File: src/odl_pkg.sv
package odl_pkg;
  // ==========================================================
  // Word layout
  localparam int WORD_BITS = 16;
  localparam int CODE_BITS = 12;
  localparam int CHANNELS = 8;
  localparam int CODE_MSB_POS = 15;
  localparam int CODE_LSB_POS = 4;
  localparam int ADDR_POS = 3;
  localparam int SEL_MSB_POS = 2;
  localparam int SEL_LSB_POS = 0;
  // ==========================================================
  // Counts and reset values
  localparam logic [4:0] BIT_COUNT_FULL = 5'h10;
  localparam logic [4:0] BIT_COUNT_RST = 5'h00;
  localparam logic [15:0] SHIFT_RST = 16'h0000;
  localparam logic [11:0] CODE_RST = 12'h000;
  localparam logic [1:0] SYNC_RST = 2'h3;
  localparam logic [1:0] SYNC_CLK_RST = 2'h0;
  localparam logic [1:0] SLOTS = 2'h2;
endpackage

File: src/odl_loader.sv
`timescale 1ns/1ps
// Operation
// - Sample serial input on falling shift clock
// - Frame sync active low enables shifting
// - Frame sync low arms the shift register
// - Sixteenth edge writes code to input latch
// - Word sent MSB first, code MSB first
// - Address bit mismatch with strap discards word
// - Opposite straps let two devices share bus
// - Select bits pick channel A through H
// - Chain output forwards every word regardless
// - Chain register, loaded from shift register on the first rising edge after word end, drives chain output
// - Load low copies all input latches out
// - Clear low zeroes all output latches
// - After sixteen bits ignore edges until resync
// - Chain output updates on following rising edge
// - Clear leaves input latches untouched
module odl_loader
  import odl_pkg::*;
(
  // Clock and reset
  input wire logic ref_clk,
  input wire logic rst,
  // Serial link
  input wire logic frame_sync_n,
  input wire logic shift_clock,
  input wire logic serial_in,
  output logic chain_out,
  // Strap and update controls
  input wire logic address_strap,
  input wire logic load_all_n,
  input wire logic clear_outputs_n,
  // Converter codes, channel n at bits [12n+11:12n]
  output logic [CHANNELS*CODE_BITS-1:0] dac_codes,
  output logic word_accepted,
  output logic word_dropped
);

  // ==========================================================
  // Input synchronisers
  logic [1:0] fs_sync_r;
  logic [1:0] sck_sync_r;
  logic [1:0] sdi_sync_r;
  logic [1:0] strap_sync_r;
  logic [1:0] ld_sync_r;
  logic [1:0] clr_sync_r;
  logic sck_prev_r;
  logic fs_prev_r;

  always_ff @(posedge ref_clk) begin
    if (rst) begin
      fs_sync_r <= SYNC_RST;
      sck_sync_r <= SYNC_CLK_RST;
      sdi_sync_r <= SYNC_CLK_RST;
      strap_sync_r <= SYNC_CLK_RST;
      ld_sync_r <= SYNC_RST;
      clr_sync_r <= SYNC_RST;
      sck_prev_r <= 1'b0;
      fs_prev_r <= 1'b1;
    end else begin
      fs_sync_r <= {fs_sync_r[0], frame_sync_n};
      sck_sync_r <= {sck_sync_r[0], shift_clock};
      sdi_sync_r <= {sdi_sync_r[0], serial_in};
      strap_sync_r <= {strap_sync_r[0], address_strap};
      ld_sync_r <= {ld_sync_r[0], load_all_n};
      clr_sync_r <= {clr_sync_r[0], clear_outputs_n};
      sck_prev_r <= sck_sync_r[1];
      fs_prev_r <= fs_sync_r[1];
    end
  end

  logic fs_n;
  logic sck_fall;
  logic sck_rise;
  logic fs_fall;
  assign fs_n = fs_sync_r[1];
  assign sck_fall = sck_prev_r & ~sck_sync_r[1];
  assign sck_rise = ~sck_prev_r & sck_sync_r[1];
  assign fs_fall = fs_prev_r & ~fs_n;

  // ==========================================================
  // Shift register and bit counter
  logic [WORD_BITS-1:0] shift_r;
  logic [4:0] count_r;
  logic armed;
  logic word_done;

  // Frame progress: idle, taking bits, or full and deaf to the clock
  typedef enum logic [1:0] {
    FRM_IDLE = 2'h0,
    FRM_SHIFT = 2'h1,
    FRM_FULL = 2'h2
  } odl_frame_t;
  odl_frame_t frame_r;

  assign armed = (frame_r == FRM_SHIFT);

  // Word completes on the sixteenth falling edge of an armed frame
  assign word_done = sck_fall & ~fs_n & armed &
                     (count_r == BIT_COUNT_FULL - 5'h01);

  always_ff @(posedge ref_clk) begin
    if (rst) begin
      frame_r <= FRM_IDLE;
    end else if (fs_fall) begin
      frame_r <= FRM_SHIFT;
    end else begin
      case (frame_r)
        FRM_IDLE: begin
          // A frame already low at reset release still arms, as the frame sync synchroniser stages reset high
          frame_r <= FRM_IDLE;
        end
        FRM_SHIFT: begin
          if (fs_n) begin
            // Early rise of frame sync abandons the partial word
            frame_r <= FRM_IDLE;
          end else if (word_done) begin
            frame_r <= FRM_FULL;
          end
        end
        FRM_FULL: begin
          // Extra clock edges are ignored until frame sync cycles
          if (fs_n) begin
            frame_r <= FRM_IDLE;
          end
        end
        default: begin
          frame_r <= FRM_IDLE;
        end
      endcase
    end
  end

  always_ff @(posedge ref_clk) begin
    if (rst) begin
      count_r <= BIT_COUNT_RST;
    end else if (fs_fall) begin
      count_r <= BIT_COUNT_RST;
    end else if (word_done) begin
      count_r <= BIT_COUNT_FULL;
    end else if (sck_fall && armed && !fs_n) begin
      count_r <= count_r + 5'h01;
    end
  end

  always_ff @(posedge ref_clk) begin
    if (rst) begin
      shift_r <= SHIFT_RST;
    end else if (sck_fall && armed && !fs_n) begin
      shift_r <= {shift_r[WORD_BITS-2:0], sdi_sync_r[1]};
    end
  end

  // ==========================================================
  // Two-entry word buffer between shifter and latch writer
  // Holding whole words means a burst of back-to-back frames is
  // not lost while the writer is busy.
  logic [WORD_BITS-1:0] buf_mem_r [0:1];
  logic buf_wp_r;
  logic buf_rp_r;
  logic [1:0] buf_cnt_r;
  logic buf_in_valid;
  logic buf_in_ready;
  logic buf_out_valid;
  logic buf_out_ready;
  logic [WORD_BITS-1:0] done_word;
  logic wr_valid_r;

  assign done_word = {shift_r[WORD_BITS-2:0], sdi_sync_r[1]};
  assign buf_in_valid = word_done;
  assign buf_in_ready = (buf_cnt_r != SLOTS);
  assign buf_out_valid = (buf_cnt_r != 2'h0);
  // Writer takes one word per two cycles; a word finding both slots
  // full would be lost, but frames are far longer than the drain
  assign buf_out_ready = ~wr_valid_r;

  always_ff @(posedge ref_clk) begin
    if (rst) begin
      buf_wp_r <= 1'b0;
      buf_rp_r <= 1'b0;
      buf_cnt_r <= 2'h0;
    end else begin
      if (buf_in_valid && buf_in_ready) begin
        buf_mem_r[buf_wp_r] <= done_word;
        buf_wp_r <= ~buf_wp_r;
      end
      if (buf_out_valid && buf_out_ready) begin
        buf_rp_r <= ~buf_rp_r;
      end
      buf_cnt_r <= buf_cnt_r
                   + {1'b0, buf_in_valid & buf_in_ready}
                   - {1'b0, buf_out_valid & buf_out_ready};
    end
  end

  logic [WORD_BITS-1:0] head_word;
  assign head_word = buf_mem_r[buf_rp_r];

  // ==========================================================
  // Latch writer stage
  // The writer holds one word for a cycle; while busy it refuses the
  // buffer, and the second slot keeps a word that arrives meanwhile
  logic [WORD_BITS-1:0] wr_word_r;
  logic addr_match;
  logic [2:0] wr_sel;
  logic [CHANNELS-1:0] wr_hot;

  always_ff @(posedge ref_clk) begin
    if (rst) begin
      wr_valid_r <= 1'b0;
    end else begin
      wr_valid_r <= buf_out_valid & buf_out_ready;
    end
  end

  always_ff @(posedge ref_clk) begin
    if (rst) begin
      wr_word_r <= SHIFT_RST;
    end else if (buf_out_valid && buf_out_ready) begin
      wr_word_r <= head_word;
    end
  end

  assign addr_match = (wr_word_r[ADDR_POS] == strap_sync_r[1]);
  assign wr_sel = wr_word_r[SEL_MSB_POS:SEL_LSB_POS];

  // One-hot channel pick from the three select bits
  function automatic logic [CHANNELS-1:0] chan_pick(input logic [2:0] sel);
    logic [CHANNELS-1:0] hot;
    hot = '0;
    hot[sel] = 1'b1;
    return hot;
  endfunction
  assign wr_hot = chan_pick(wr_sel);

  // ==========================================================
  // Chain output: full word shifted out, MSB first, on rising edges
  logic [WORD_BITS-1:0] chain_r;
  logic chain_load_r;

  always_ff @(posedge ref_clk) begin
    if (rst) begin
      chain_load_r <= 1'b0;
    end else if (word_done) begin
      chain_load_r <= 1'b1;
    end else if (sck_rise) begin
      chain_load_r <= 1'b0;
    end
  end

  always_ff @(posedge ref_clk) begin
    if (rst) begin
      chain_r <= SHIFT_RST;
      chain_out <= 1'b0;
    end else if (sck_rise && chain_load_r) begin
      // Every word goes downstream whatever its address bit
      chain_r <= {shift_r[WORD_BITS-2:0], 1'b0};
      chain_out <= shift_r[WORD_BITS-1];
    end else if (sck_rise) begin
      chain_r <= {chain_r[WORD_BITS-2:0], 1'b0};
      chain_out <= chain_r[WORD_BITS-1];
    end
  end

  // ==========================================================
  // Input and output latches
  logic [CODE_BITS-1:0] in_latch_r [0:CHANNELS-1];
  logic ld_active;
  logic clr_active;
  assign ld_active = ~ld_sync_r[1];
  assign clr_active = ~clr_sync_r[1];

  // Each word is reported once, in the cycle its latch is written
  always_ff @(posedge ref_clk) begin
    if (rst) begin
      word_accepted <= 1'b0;
      word_dropped <= 1'b0;
    end else begin
      word_accepted <= wr_valid_r & addr_match;
      word_dropped <= wr_valid_r & ~addr_match;
    end
  end

  genvar ch;
  generate
    for (ch = 0; ch < CHANNELS; ch++) begin : g_chan
      always_ff @(posedge ref_clk) begin
        if (rst) begin
          in_latch_r[ch] <= CODE_RST;
        end else if (wr_valid_r && addr_match && wr_hot[ch]) begin
          // Clear never touches this latch
          in_latch_r[ch] <=
            wr_word_r[CODE_MSB_POS:CODE_LSB_POS];
        end
      end

      always_ff @(posedge ref_clk) begin
        if (rst) begin
          dac_codes[ch*CODE_BITS +: CODE_BITS] <= CODE_RST;
        end else if (clr_active) begin
          dac_codes[ch*CODE_BITS +: CODE_BITS] <= CODE_RST;
        end else if (ld_active) begin
          // Transparent while load is low, all channels at once
          dac_codes[ch*CODE_BITS +: CODE_BITS] <=
            in_latch_r[ch];
        end
      end
    end
  endgenerate

endmodule

File: config.mk
export PLATFORM = sky130hd
export DESIGN_NAME = odl_loader
export DESIGN_NICKNAME = d
export VERILOG_FILES = /design/src/odl_pkg.sv /design/src/odl_loader.sv
export SDC_FILE = /design/constraint.sdc
export NUM_CORES = 1
export LEC_CHECK = 0
export BUFFER_PORTS_ARGS = -buffer_cell sky130_fd_sc_hd__clkbuf_2
export CORE_MARGIN = 4
export CORE_UTILIZATION = 45
export DETAILED_ROUTE_END_ITERATION = 10
export SLEW_MARGIN = 10
export SYNTH_ARGS = -nofsm -noshare
export SYNTH_HDL_FRONTEND = slang
export SYNTH_SLANG_ARGS = --single-unit
File: constraint.sdc
create_clock -name ref_clk -period 9.35 [get_ports ref_clk]
set_clock_uncertainty 0.1 [all_clocks]
set_input_delay 0.4675 -clock ref_clk [delete_from_list [all_inputs] [get_ports ref_clk]]
set_output_delay 0.4675 -clock ref_clk [all_outputs]
set_load 0.05 [all_outputs]
==> out/results.ini, run 1 <==
[worst_setup_path]
critPathMaxStageDelay_ns = 1.27
cp.arrival_ns = 3.19
crit_required_ns = 9.36
crit_type = flip-flop to flip-flop
start_kind = flip-flop
cp_top_family = compound AO/OA/AOI/OAI gates
end_kind = flip-flop
cp_slowest_cell = o21bai_1
crit_chain = xnor2_2 -> nand4b_1 -> o21bai_1
cp_num_buf_inv = 0
path_max_fanout = 26

[floorplan]
coreArea_mm2 = 0.0235
start_util_pct = 45.9
die_y_um = 163
dieArea_mm2 = 0.0265
ios = 107
die_w_um = 163
rows = 56

[synthesis]
synthesis.instances = 906
synth_cell_type_count = 38
yosys_warnings = 0
yosysTopAreaCell = edfxtp_1
ys_ff_latch = 301
synth-seq-area-share_pct = 67.7
syn_area_mm2 = 0.0108
ys_top_cells_by_area = edfxtp_1 36%, dfxtp_1 32%, mux2i_1 12%
avgSynthCellArea_um2 = 11.9
synth_top_area_share_pct = 35.6
synth_nets = 917

[sta]
fin_hold_ws_ns = 0.0528
finalSetupTns_ns = 0
slew_violations = 0
worstMarginPinSlew_ns = 1.15
slew-limit-headroom_pct = 23.3
setup_viol_count_final = 0
fin_crit_ns = 3.18
layout_setup_ws_ns = 6.17
finalHoldViolCount = 0
rsz0062_at_grt = no
finalCritPeriodShare_pct = 34.0
fmax_mhz = 315

[final_layout]
area_growth_pct = 16.8
regArea_mm2 = 0.00731
fillers = 2046
final_cell_area_mm2 = 0.0126
antenna_cells = 0
nNetsFinal = 1011
multi_input_area_mm2 = 0.00326
drive_gt1_share_pct = 17.5
utilization_pct = 53.6

[route]
via_per_inst = 4.97
vias = 6678
drt_iter0_markers = 400
drtAntennaViolNets = 0
wl_per_cell_um = 16.2
drc = 0
wirelength_mm = 21.8
first_pass_iters = 5

[cts]
cts_setup_buffers = 0
clk_pin_slew_worst_paths_ns = 0.06
holdBufCountCts = 0
numCtsBuffers = 34
worstSkewPairLatency_ns = 0.50
clk_path_buf_depth = 3
clock-sinks = 301
cts_tree = built
postCtsResizedCells = 0
htree_levels = 2
cts_root_buffer = clkbuf_16

[placement]
dpl_cell_area_mm2 = 0.0116
gp_congestion = 0.770
place_ws_ns = 6.12
place_hpwl_mm = 13.9
io_buffer_count = 106

[min_path]
hp-class = input pin to flip-flop

[global_routing]
globalRouteOverflowTotal = 0
grt_pass1_wl_mm = 34.7
grt_max_degree = 97
globalRouteTotalUtil_pct = 16.5
antenna_found_initial = 0
grt_pass1_vias = 6367

[job]
maxCapViolCount = 0

[power]
ir_drop_uv = 117
p_per_area_mw_per_mm2 = 239
leakage_nw = 5.12

[run_status]
outcome = complete, no violations

[Yosys cell counts]
master       n
a2111o_1     1
or4b_1       1
a21oi_1     23
mux2i_1    127
o21ai_0      2
nor2_1     234
nand3_1      3
nor4_1       1
and4bb_4     1
nand4bb_1    1
nand4_1      2
nand4b_1     2
nand2_1     60
and3_1       1
clkbuf_1    31
xnor2_2      1
or4_1        1
a21o_1       1
a31oi_1      2
nor3b_1      3
a211oi_1    33
ha_1         3
xnor2_1      2
xor2_1       1
nand2b_1     5
nor3_1       3
buf_1        5
o21bai_1     8
or3_1        1
or2_2        7
and4_1       1
nor2b_1     10
dfxtp_1    173
edfxtp_1   128
nand2b_4     1
buf_2       21
nand3b_1     1
inv_1        5
[final cells by class]
type | instances | share of cell area, %
multi-input combinational | 543 | 25.9
clock inverter | 12 | 0.556
tap | 319 | 3.17
sequential | 301 | 58.0
inverter | 5 | 0.149
timing repair buffer | 115 | 4.74
clock buffer | 49 | 7.52
[flip-flops by register name (all words and copies together), names as in the netlist, 2 cells and up]
register and cells:
chain_r 15, fs_sync_r 2, frame_r 2, clr_sync_r 2
shift_r 16, buf_mem_r 32, ld_sync_r 2, wr_word_r 16
sck_sync_r 2, buf_cnt_r 2, in_latch_r 96, strap_sync_r 2
count_r 5, dac_codes 96, sdi_sync_r 2
[final timing paths]
| kind | from | to | cells past startpoint | slack [ns] |
|---|---|---|---|---|
| max | wr_word_r[3]$_SDFFE_PP0P_ | in_latch_r[4][1]$_SDFFCE_PN0P_ | 3 | 6.17 |
| min | frame_sync_n | fs_sync_r[0]$_SDFF_PP1_ | 2 | 0.05 |
| max reg2reg | wr_word_r[3]$_SDFFE_PP0P_ | in_latch_r[4][1]$_SDFFCE_PN0P_ | 3 | 6.17 |
| min reg2reg | ld_sync_r[0]$_SDFF_PP1_ | ld_sync_r[1]$_SDFF_PP1_ | 1 | 0.31 |
[per-stage QoR]
step | std cells | power (W)
after CTS | 1344 | 0.00306
after floorplan | 906 | 0.00176
after global placement | 1283 | 0.00184
final | 1344 | 0.00302
after global routing | 1344 | 0.00315
after detailed placement | 1283 | 0.00184
[placed cells by master (no fill, tap or decap), drive strengths merged, types with 2 or more instances in the layout]
cell type	netlist	routed
nand4	2	2
ha	3	3
nand2	60	60
inv	5	8
nor3	3	3
clkbuf	31	155
buf	26	9
o21bai	8	8
a31oi	2	2
clkinvlp	0	2
or2	7	7
xnor2	3	3
dfxtp	173	173
nand3	3	3
a211oi	33	33
nand2b	6	6
edfxtp	128	128
a21oi	23	23
nor3b	3	3
mux2i	127	127
nor2b	10	10
nand4b	2	2
o21ai	2	2
nor2	234	234
clkinv	0	7
[power breakdown]
group	internal, W	switching [W]
sequential	0.00145	0.0000727
clock	0.000709	0.000497
combinational	0.0000906	0.000196
total	0.00225	0.000765
[metal layers]
layer	GRT usage, %	routed length, um	part of all wire [%]
met2	25.7	9950	46
met4	6.44	625	2.9
met3	3.44	1220	5.6
met1	22.6	10000	46
met5	0	0	0
[cells by family after synthesis]
group	synth area share [%]
flops	67.7
buf+inv	2.40
fa+ha+maj	0.348
simple gates	13.1
compound gates	4.30
xor+xnor	0.394
mux	11.8
Note: power is estimated with default switching activity, not from simulation.
==> run 2, diff against run 1 <==
- PLACE_DENSITY: default -> 0.66
- clock period: 9.35 -> 2.85 ns (I/O delays scaled with it)
==> out/results.ini, run 2 (synthesis gave the netlist of run 1 again) <==
[worst_setup_path]
critPathMaxStageDelay_ns = 0.40  ; -0.87 ns
cp_common_cell = ha_1
start_kind = flip-flop
cp.arrival_ns = 2.78  ; -0.41 ns
end_kind = flip-flop
path_max_fanout = 8  ; -69%
crit_type = flip-flop to flip-flop
crit_required_ns = 3.20  ; -6.16 ns
crit_chain = ha_1 -> and3_1 -> ha_1 -> and4bb_4 -> nand3_1 -> xnor2_1 -> ha_1 -> inv_1 -> and4_1 -> nor3_1
cp_num_buf_inv = 1  ; +1
cp_slowest_cell = dfxtp_1
cp_top_family = simple AND/OR/NAND/NOR gates

[route]
drtAntennaViolNets = 0  ; unchanged
vias = 6748  ; +1.0%
drt_iter0_markers = 405  ; +1.3%
first_pass_iters = 7  ; +2
drc = 0  ; unchanged
wirelength_mm = 21.2  ; -2.7%
wl_per_cell_um = 15.6  ; -3.9%
via_per_inst = 4.96  ; -0.21%

[floorplan]
start_util_pct = 45.9  ; unchanged
ios = 107  ; unchanged
rows = 56  ; unchanged
die_y_um = 163  ; unchanged
dieArea_mm2 = 0.0265  ; unchanged
coreArea_mm2 = 0.0235  ; unchanged
die_w_um = 163  ; unchanged

[global_routing]
antenna_found_initial = 0  ; unchanged
grt_max_degree = 97  ; unchanged
grt_pass1_wl_mm = 34.1  ; -1.7%
globalRouteOverflowTotal = 0  ; unchanged
grt_pass1_vias = 6539  ; +2.7%
globalRouteTotalUtil_pct = 15.9  ; -0.59 points

[placement]
place_hpwl_mm = 14.0  ; +0.21%
gp_congestion = 0.741  ; -3.7%
io_buffer_count = 106  ; unchanged
dpl.cell_count = 1299  ; +1.2%
place_ws_ns = 0.450  ; -5.67 ns

[final_layout]
final_common_cell = nor2_1
nNetsFinal = 1029  ; +1.8%
instances_no_fill = 1361  ; +1.3%
area_growth_pct = 18.2
drive_gt1_share_pct = 18.8  ; +1.3 points
antenna_cells = 0  ; unchanged
reg_top3 = dac_codes (96), in_latch_r (96), buf_mem_r (32)
most-common-layout-cells = 233 x nor2_1, 172 x dfxtp_1, 128 x edfxtp_1

[cts]
clk_pin_slew_worst_paths_ns = 0.06  ; about the same
clock-sinks = 301  ; unchanged
numCtsBuffers = 30  ; -12%
cts_setup_buffers = 0  ; unchanged
clk_path_buf_depth = 3  ; unchanged
cts_tree = built
postCtsResizedCells = 0  ; unchanged
worstSkewPairLatency_ns = 0.53  ; +0.03 ns
htree_levels = 1  ; -1
cts_root_buffer = clkbuf_16
holdBufCountCts = 6  ; +6

[sta]
layout_setup_ws_ns = 0.429  ; -5.74 ns
slew_violations = 0  ; unchanged
fin_crit_ns = 2.42  ; -0.755 ns
finalCritPeriodShare_pct = 85.0  ; +51 points
worstMarginPinSlew_ns = 0.999  ; -0.149 ns
fmax_mhz = 413  ; +31%
finalSetupTns_ns = 0  ; unchanged
rsz0062_at_grt = no
setup_viol_count_final = 0  ; unchanged
finalHoldViolCount = 0  ; unchanged
slew-limit-headroom_pct = 33.3  ; +10 points

[run_status]
outcome = complete, no violations

[power]
ir_drop_uv = 509  ; +340%
leakage_nw = 5.22  ; +1.9%
p_per_area_mw_per_mm2 = 761  ; +220%

[min_path]
hp-class = input pin to flip-flop

[job]
maxCapViolCount = 0  ; unchanged

[run 2: cell type report]
class                           count  area [um^2]
Inverter                            5         18.8
Tap cell                          319          399
Multi-Input combinational cell    543         3250
Sequential cell                   301         7310
Timing Repair Buffer              137          816
Fill cell                        2012        10800
Clock buffer                       35          831
Clock inverter                     21          138
[run 2: where the power goes]
part	total, W	internal (W)	switching, W
Sequential	0.00498	0.00476	0.000221
Clock	0.00375	0.00217	0.00159
Combinational	0.000980	0.000327	0.000653
Total	0.00971	0.00725	0.00246
[run 2: routing by layer]
layer  track usage [%]  share of wire, %  up-vias
li1                  -                 -     3348
met1              20.9                45     3222
met2              27.4                48      148
met3              2.61               4.9       30
met4              4.12               1.7        0
met5                 0                 0        -
[run 2: path summary, 6_finish.rpt]
kind	slack, ns	depth (start not counted)	startpoint	endpoint
max	0.43	10	count_r[0]$_SDFFE_PP0P_	buf_cnt_r[1]$_SDFF_PP0_
min	0.04	3	rst	buf_wp_r$_SDFFE_PP0P_
max reg2reg	0.43	10	count_r[0]$_SDFFE_PP0P_	buf_cnt_r[1]$_SDFF_PP0_
min reg2reg	0.31	1	ld_sync_r[0]$_SDFF_PP1_	ld_sync_r[1]$_SDFF_PP1_
[run 2: worst min-delay path: stages]
cell	delay, ns
clkbuf_2	0.18
buf_4	0.21
nor2_1	0.09
[run 2: per-stage QoR]
stage	total power, W	hold slack, ns	util, %	instance area [um^2]
2_1_floorplan	0.00576	0.146	-	10800
3_3_place_gp	0.00603	0.233	49.8	11700
3_5_place_dp	0.00605	0.235	49.8	11700
4_1_cts	0.00981	0.0287	54.2	12800
5_1_grt	0.0101	0.0503	54.2	12800
6_report	0.00971	0.0368	54.2	12800
